## config.mk

```make
export PLATFORM = sky130hd
export DESIGN_NAME = usb_endpoint_irq_frame_number
export DESIGN_NICKNAME = d
export VERILOG_FILES = /design/src/shared/usb_ep_irq_pkg.sv /design/src/rtl/usb_endpoint_irq_frame_number.sv
export VERILOG_INCLUDE_DIRS = /design/src /design/src/shared
export SDC_FILE = /design/constraint.sdc
export NUM_CORES = 1
export LEC_CHECK = 0
export BUFFER_PORTS_ARGS = -buffer_cell sky130_fd_sc_hd__buf_4
export CORE_UTILIZATION = 43
export DETAILED_ROUTE_END_ITERATION = 12
export GPL_TIMING_DRIVEN = 1
export PLACE_DENSITY = 0.86
export SYNTH_ARGS = -nofsm -noshare
export SYNTH_HDL_FRONTEND = slang
export SYNTH_SLANG_ARGS = --single-unit
```

## constraint.sdc

```tcl
create_clock -name pclk -period 2.3 [get_ports pclk]
set_clock_uncertainty 0.15 [all_clocks]
set_input_delay 0.23 -clock pclk [delete_from_list [all_inputs] [get_ports pclk]]
set_output_delay 0.23 -clock pclk [all_outputs]
set_load 0.01 [all_outputs]
```

## src/shared/usb_ep_irq_cfg.svh

```systemverilog
`ifndef USB_EP_IRQ_CFG_SVH
`define USB_EP_IRQ_CFG_SVH
// register word indices (printed offsets not all multiples of four)
`define FRAME_LOW_IDX      8'hba
`define FRAME_HIGH_IDX     8'hbb
`define EP_FLAGS_IDX       8'hf8
`define EP_ENABLES_IDX     8'hf9
`define SOF_STATUS_IDX     8'hfa
`define SOF_MASK_IDX       8'hfb
`define IDX_TO_ADDR(i)     {22'h0, (i), 2'b00}
`define FRAME_HIGH_RESET   8'h00
`define FRAME_LOW_RESET    8'h00
`define ENABLES_RESET      6'h00
`define CRC_GOOD_BIT       5
`define CRC_BAD_BIT        4
`define FRAME_HIGH_MSB     2
`define NUM_ENDPOINTS      6
`define NUM_SOURCES        5
`endif

```

## src/shared/usb_ep_irq_pkg.sv

```systemverilog
package usb_ep_irq_pkg;
  typedef enum logic [1:0] {
    st_idle,
    st_wait_crc
  } sof_state_t;

  typedef struct packed {
    logic [5:0]  enables;
    logic [5:0]  flags;
    logic [10:0] frame;
    logic        crc_good;
    logic        crc_bad;
    logic [1:0]  sof_status;
    logic [1:0]  sof_mask;
    sof_state_t  sof_st;
    logic [31:0] prdata;
    logic        pready;
    logic        irq;
  } ep_irq_state_t;
endpackage : usb_ep_irq_pkg
```

## src/rtl/usb_endpoint_irq_frame_number.sv

```systemverilog
// The APB slave port was decided locally.
`timescale 1ns/1ns
`include "usb_ep_irq_cfg.svh"
// Contract
// - each of endpoints 0..5 has a flag set by hardware when any of its sources is seen.
// - the sources of a flag are transmit complete, bank 0 out, bank 1 out, setup, stall/crc.
// - an endpoint requests the usb interrupt only when its flag and enable are both set.
// - a flag clears by itself once all its sources are clear; software cannot clear it.
// - reserved bits read as zero and software must not write ones to them.
// - writing one to enable bit n enables endpoint n, zero disables, bits 0..5.
// - the crc-good bit, bit 5 of the frame high register, is set for a clean frame number.
// - the crc-bad bit, bit 4 of the frame high register, is set for a corrupted frame number.
// - both crc bits are refreshed on every start-of-frame packet.
// - the start-of-frame event fires right after the pid, before the crc check.
// - frame high bits 2..0 carry frame number bits 10..8.
// - the captured frame number is that of the latest start-of-frame packet.
// - frame high register is read only; writes do nothing.
// - frame low register is read only; writes do nothing.
module usb_endpoint_irq_frame_number
  import usb_ep_irq_pkg::*;
#(
  parameter int NUM_EP  = `NUM_ENDPOINTS,
  parameter int NUM_SRC = `NUM_SOURCES
) (
  input  wire logic                         pclk,           // core clock
  input  wire logic                         presetn,        // async reset, low
  input  wire logic                         psel,           // apb select
  input  wire logic                         penable,        // apb access phase
  input  wire logic                         pwrite,         // apb write
  input  wire logic [31:0]                  paddr,          // apb byte address
  input  wire logic [31:0]                  pwdata,         // apb write data
  output logic      [31:0]                  prdata,         // apb read data
  output logic                              pready,         // apb ready
  output logic                              pslverr,        // apb error
  input  wire logic [NUM_EP*NUM_SRC-1:0]    endpoint_sources, // per-ep source levels
  input  wire logic                         sof_pid_seen,   // pulse: sof pid received
  input  wire logic                         sof_done,       // pulse: frame number checked
  input  wire logic                         sof_crc_ok,     // crc result with sof_done
  input  wire logic [10:0]                  sof_frame,      // frame number with sof_done
  output logic                              usb_irq,        // endpoint interrupt level
  output logic                              sof_irq         // start-of-frame/crc interrupt
);

  ep_irq_state_t s_reg;
  ep_irq_state_t s_next;
  logic          pslverr_reg;
  logic          pslverr_next;

  logic [NUM_EP-1:0] ep_any;

  function automatic logic addr_is(input logic [31:0] a, input logic [7:0] idx);
    addr_is = (a == `IDX_TO_ADDR(idx));
  endfunction : addr_is

  function automatic logic mapped(input logic [31:0] a);
    mapped = addr_is(a, `FRAME_LOW_IDX) | addr_is(a, `FRAME_HIGH_IDX) |
             addr_is(a, `EP_FLAGS_IDX) | addr_is(a, `EP_ENABLES_IDX) |
             addr_is(a, `SOF_STATUS_IDX) | addr_is(a, `SOF_MASK_IDX);
  endfunction : mapped

  genvar g;
  generate
    for (g = 0; g < NUM_EP; g++) begin : g_ep
      assign ep_any[g] = |endpoint_sources[g*NUM_SRC +: NUM_SRC];
    end
  endgenerate

  always_comb begin
    logic        access;
    logic        wr;
    logic        rd;
    logic [7:0]  high_byte;
    logic [1:0]  sof_evt;
    access    = 1'b0;
    wr        = 1'b0;
    rd        = 1'b0;
    high_byte = 8'h00;
    sof_evt   = 2'b00;
    s_next    = s_reg;
    pslverr_next = 1'b0;

    access = psel & penable & ~s_reg.pready;
    wr     = access & pwrite;
    rd     = access & ~pwrite;
    s_next.pready = access;

    // flags follow the sources: set on any, clear when all are clear
    s_next.flags = ep_any;

    if (wr && addr_is(paddr, `EP_ENABLES_IDX)) begin
      s_next.enables = pwdata[NUM_EP-1:0];
    end
    if (wr && addr_is(paddr, `SOF_MASK_IDX)) begin
      s_next.sof_mask = pwdata[1:0];
    end

    case (s_reg.sof_st)
      st_idle: begin
        if (sof_pid_seen) begin
          sof_evt[0]    = 1'b1;
          s_next.sof_st = st_wait_crc;
        end
      end
      st_wait_crc: begin
        if (sof_done) begin
          s_next.frame    = sof_frame;
          s_next.crc_good = sof_crc_ok;
          s_next.crc_bad  = ~sof_crc_ok;
          sof_evt[1]      = 1'b1;
          s_next.sof_st   = st_idle;
        end else if (sof_pid_seen) begin
          sof_evt[0] = 1'b1;
        end
      end
      default: begin
        s_next.sof_st = st_idle;
      end
    endcase

    high_byte = 8'h00;
    high_byte[`CRC_GOOD_BIT]      = s_reg.crc_good;
    high_byte[`CRC_BAD_BIT]       = s_reg.crc_bad;
    high_byte[`FRAME_HIGH_MSB:0]  = s_reg.frame[10:8];

    s_next.prdata = 32'h0000_0000;
    if (rd) begin
      if (addr_is(paddr, `FRAME_LOW_IDX)) begin
        s_next.prdata = {24'h000000, s_reg.frame[7:0]};
      end else if (addr_is(paddr, `FRAME_HIGH_IDX)) begin
        s_next.prdata = {24'h000000, high_byte};
      end else if (addr_is(paddr, `EP_FLAGS_IDX)) begin
        s_next.prdata = {26'h0000000, s_reg.flags};
      end else if (addr_is(paddr, `EP_ENABLES_IDX)) begin
        s_next.prdata = {26'h0000000, s_reg.enables};
      end else if (addr_is(paddr, `SOF_STATUS_IDX)) begin
        s_next.prdata = {30'h00000000, s_reg.sof_status};
      end else if (addr_is(paddr, `SOF_MASK_IDX)) begin
        s_next.prdata = {30'h00000000, s_reg.sof_mask};
      end
    end
    if (access && !mapped(paddr)) begin
      pslverr_next = 1'b1;
    end

    // read clears, a new event in the same cycle wins
    if (rd && addr_is(paddr, `SOF_STATUS_IDX)) begin
      s_next.sof_status = sof_evt;
    end else begin
      s_next.sof_status = s_reg.sof_status | sof_evt;
    end

    s_next.irq = |(s_next.flags & s_next.enables);
  end

  always_ff @(posedge pclk or negedge presetn) begin
    if (!presetn) begin
      s_reg.enables    <= `ENABLES_RESET;
      s_reg.flags      <= 6'h00;
      s_reg.frame      <= 11'h000;
      s_reg.crc_good   <= 1'b0;
      s_reg.crc_bad    <= 1'b0;
      s_reg.sof_status <= 2'h0;
      s_reg.sof_mask   <= 2'h0;
      s_reg.sof_st     <= st_idle;
      s_reg.prdata     <= 32'h0000_0000;
      s_reg.pready     <= 1'b0;
      s_reg.irq        <= 1'b0;
      pslverr_reg      <= 1'b0;
      sof_irq          <= 1'b0;
    end else begin
      s_reg       <= s_next;
      pslverr_reg <= pslverr_next;
      sof_irq     <= |(s_next.sof_status & s_next.sof_mask);
    end
  end

  assign prdata  = s_reg.prdata;
  assign pready  = s_reg.pready;
  assign pslverr = pslverr_reg;
  assign usb_irq = s_reg.irq;

endmodule : usb_endpoint_irq_frame_number

```

Word level (Yosys, flattened, before mapping) --
Index checks and enable logic that the tools add are counted. Widths: inputs -> output; s select.
Storage, ports and cells: register bits 67, bits in latches 0, bits in writable memories 0, bits in read-only memories 0, bits of input ports 113, output and inout port bits 36, word-level logic and storage cells 72, memories kept 0
Cells by class: $add $sub $neg 0, multipliers 0, div/mod/pow operators 0, $lt $le $gt $ge 0, equality and inequality tests 9, shifts and indexed selects 0, mux-type cells 19, bitwise logic cells 15, reduce and logical (&&, ||, !) cells 16
Operators by type and width (number):
- $eq 32x10->1 const B | 6
- $reduce_or 5->1 | 6
- $mux 6 | 4
- $mux 8 | 2
- $mux 2 | 6
- $and 6x6->6 | 1
- $reduce_or 6->1 | 1
- $mux 1 | 5
- $or 1x1->1 | 5
- $and 1x1->1 | 4
- $logic_and 1x1->1 | 4
- $ne 2x2->1 const B | 2
- $pmux 2 s2 | 1
- $reduce_and 2->1 | 2
- $not 1->1 | 3
- $and 2x2->2 | 1
- $eq 2x1->1 const B | 1
- $logic_not 2->1 | 1
- $or 2x2->2 | 1
- $pmux 1 s2 | 1
- $reduce_or 2->1 | 1
- $logic_not 1->1 | 1

Logic depth before layout (Yosys ltp) --
depth in word-level cells 9, gate-level depth with buffers 6, gate-level depth less buffers 6

Least setup slack after synthesis --
Ideal clock, no wire load.
path kind reg-to-reg, start reg, netlist name pready, end reg s_reg, in the netlist usb_irq, setup time 0.138 ns, data arrival time 1.646 ns, required time 2.012 ns, slack 0.366 ns, stages on the path, launching flop included 6, buffers on the path 0, clock period less this slack 1.934 ns, path through dfrtp_1 -> nand3b_1 -> or3_1 -> nor3_4 -> mux2i_1 -> o2111ai_1
RTL lines:
- end signal, assigned | RTL line usb_endpoint_irq_frame_number.sv:171 | s_reg <= s_next;
- end, declared | RTL line usb_endpoint_irq_frame_number.sv:44 | ep_irq_state_t s_reg;

Final worst setup path --
start in endpoint_sources[2], end reg s_reg[53] (netlist name)
On the way: longest elaborated chain between the ends 1
Ends and longest elaborated chain:
- start, declared | RTL line usb_endpoint_irq_frame_number.sv:35 | input wire logic [NUM_EP*NUM_SRC-1:0] endpoint_sources,
- $reduce_or 5->1 | RTL line usb_endpoint_irq_frame_number.sv:64 | assign ep_any[g] = |endpoint_sources[g*NUM_SRC +: NUM_SRC];
- named net ep_any[0] | RTL line usb_endpoint_irq_frame_number.sv:49 | logic [NUM_EP-1:0] ep_any;
The timed path passes the listed nets, and every way through them passes these cells. A chain may end at the register's enable or synchronous reset.

==> Implementation_results.wiki <==
{| class="wikitable"
! Metric !! Value
|-
| Result of the run || completed
|-
| WL/cell || 14.6 microns
|-
| I/O pin cnt || 149
|-
| Worst EP required || 2.33 ns
|-
| Layer carrying the most global-route usage || met2
|-
| Htree depth || 2
|-
| Vias in the first global route || approximately 2,000
|-
| Overall via count from detail_route || 2,000
|-
| Worst setup EP type || flop
|-
| Worst-path clk slew || 0.08 ns
|-
| Worst min-delay path class || primary input to flop
|-
| Async set-reset flop share out of synthesis || 1.00
|-
| Cell area after layout || ~0.0033 sq mm
|-
| Commonest non-fill, non-tap cells in the layout || 99 x buf_4, 42 x dfrtp_1, 24 x conb_1
|-
| PortBufs || 98
|-
| Total DRC errors in the routed layout || 0
|-
| Utilization after layout || 0.627
|-
| Fmax achieved || 452 MHz
|-
| Reg2reg end || usb_irq
|-
| Core area || 0.00524 sq mm
|-
| Count of maximum capacitance violations || 0
|-
| Die span in y || 76.8 microns
|-
| Max Root-Sink Buffers || 2
|-
| Clock net sink count || 42
|-
| Startpoint of the lowest-slack hold path || sof_frame[2]
|-
| Endpoints failing hold || 0
|-
| Number of placement rows || 26
|-
| Total congestion overflow || 0
|-
| Tcrit/Tclk final || 0.961
|-
| Type of element launching the critical path || primary input
|-
| Start point of the critical path || endpoint_sources[2]
|-
| Reg2reg setup slack || 0.23 ns
|-
| Cell area after synthesis || 0.00241 sq mm
|-
| Starting density of the core || 0.459
|-
| Number of instances on the worst hold path || 2
|-
| Detailed Route WL || approximately 5700 microns
|-
| Vias per cell || 5.09
|-
| Worst Path Arrival || 2.25 ns
|-
| Leakage power total || 1.60 nW
|-
| Global-route track usage on met2 || 0.358
|-
| Global-route met1 utilization || 0.246
|-
| Die width || 76.8 microns
|-
| Root buffer cell || clkbuf_8
|-
| Cells after Synth || 219
|-
| Reg-to-Reg Start || pready
|-
| Full die area || 0.00590 sq mm
|-
| Count of yosys warnings during synthesis || 0
|-
| Total chip power || around 1.7 mW
|-
| Max Fanout on Critical Path || 2
|-
| Area growth syn-to-layout || 36.5%
|-
| Clock buffer count from CTS || 5
|-
| End point of the worst hold path || s_reg[44]
|-
| Instance area after placement || about 0.003 sq mm
|-
| Flip-flop count of the largest register after layout || 30
|-
| Initial antenna violation count || 0
|-
| Count of antenna-violating nets left after detailed routing || 0
|-
| Leading cell type in the layout, fill and taps excluded || buf_4
|-
| Met3 Usage GRT || 0.0655
|-
| Flip-flop and latch count after synthesis || 42
|-
| Distinct cell type count of the synthesized netlist || 48
|-
| First-pass GRT wire length || 9500 microns
|-
| Pin count of the biggest net entering global routing || 43
|-
| Ratio of total power to cell area || 527 mW/mm^2
|-
| Primary flip-flop cell chosen by synthesis mapping || dfrtp_1
|-
| Fin Setup TNS || 0 ns
|-
| Number of max-slew violations in the final report || 0
|-
| Number of inserted diodes || 0
|-
| Later-pin clock latency in the skew report || about 0.30 ns
|-
| Transition time at the pin with the least slew margin || 0.550 ns
|-
| Net count reported at finish || 435
|-
| Finish-stage setup viols || 0
|-
| Tot GR Track Use || 0.207
|-
| Number of flops mapped to enable cells by yosys || 0
|-
| RSZ-0062 raised after global routing || no
|-
| Relative slew slack || 0.633
|-
| Final period demand of the worst path || approximately 2.2 ns
|-
| DR pass1 iterations || 4
|-
| Post-synthesis sequential area ratio || 0.437
|-
| Number of DRC markers after the initial detailed-route iteration || around 130
|-
| Maximum ir drop on the vdd rail || 502 uV
|-
| Share of final-layout standard cells stronger than drive strength 1 || 0.427
|-
| Critical path class || primary input to flop
|-
| Mean Syn Cell Area || 11.0 sq um
|-
| Number of fillers in the final layout || 420
|-
| Number of cells on the worst reg-to-reg path || 5
|-
| Detailed placement HPWL || 4430 microns
|-
| RePlAce Congestion || about 0.86
|-
| CTS tree || done
|}
-- metrics by stage --
stage / hold WS (ns) / instances / worst slack [ns]
finish: 0.00676 / 393 / 0.0887
global route: 0.00513 / 393 / 0.0638
CTS: 0.00172 / 392 / 0.128
detailed placement: 0.0948 / 373 / 0.0957
global placement: 0.0805 / 373 / 0.184
floorplan: -0.216 / 242 / 0.366
-- metal layers --
metal | share of wire | routed length [microns] | vias up
met5 | 0 | 0 | -
met4 | 0.014 | 79 | 0
met3 | 0.069 | 398 | 10
met2 | 0.52 | 2990 | 92
met1 | 0.40 | 2270 | 951
li1 | - | - | 947
-- logic make-up after synthesis --
kind of cell | after synthesis | share of synthesized area
buffers and inverters | 45 | 0.123
AOI/OAI and AO/OA | 35 | 0.106
other | 1 | 0.00156
and+or+nand+nor | 69 | 0.212
muxes | 27 | 0.121
DFF | 42 | 0.437
-- synth_stat cells (all sizes together), types with 3 or more instances --
cell type / instances / area, sq um
o21ai: 5 / 25.0
o21a: 5 / 37.5
nor3: 11 / 71.3
nor4: 4 / 85.1
nand3: 3 / 15.0
nand4: 5 / 61.3
and4: 4 / 36.3
nor2: 14 / 60.1
a22o: 3 / 26.3
buf: 38 / 269
a31oi: 6 / 37.5
inv: 7 / 26.3
mux2i: 10 / 100
a21oi: 3 / 18.8
dfrtp: 42 / 1050
nand2b: 3 / 26.3
nand2: 12 / 45.0
mux2: 17 / 191
-- power breakdown --
group	total [mW]	internal, mW	switching (mW)
registers	0.827	0.795	0.0324
clock network	0.576	0.324	0.252
logic	0.327	0.187	0.140
-- worst max-delay path, stage by stage --
cell and delay [ns]:
dlygate4sd3_1 0.54, buf_4 0.13, nor2_1 0.15, dlygate4sd3_1 0.58, nand2_1 0.05, dlygate4sd3_1 0.56
-- worst max path at each step --
| stage | endpoint | slack [ns] |
|---|---|---|
| final | s_reg[53] | 0.09 |
| after CTS | s_reg[53] | 0.13 |
| after detailed placement | sof_irq | 0.1 |
| after floorplan | usb_irq | 0.37 |
| after global placement | sof_irq | 0.18 |
| after global routing | s_reg[53] | 0.06 |
-- final cells by class --
type / instances / area (sq um) / area share
Clock inverter: 2 / 37.5 / 0.0114
Multi-Input combinational cell: 155 / 1150 / 0.349
Clock buffer: 6 / 72.6 / 0.0221
Tap cell: 70 / 87.6 / 0.0267
Inverter: 7 / 26.3 / 0.00800
Timing Repair Buffer: 111 / 863 / 0.263
Sequential cell: 42 / 1050 / 0.320
-- timing repair --
item                                   in CTS  in global routing
hold buffers                               11                  1
setup buffers                               0                  0
endpoints found under the hold margin      47                  1
resized for setup                           0                  0
No activity file was read; power rests on OpenSTA's default activity.
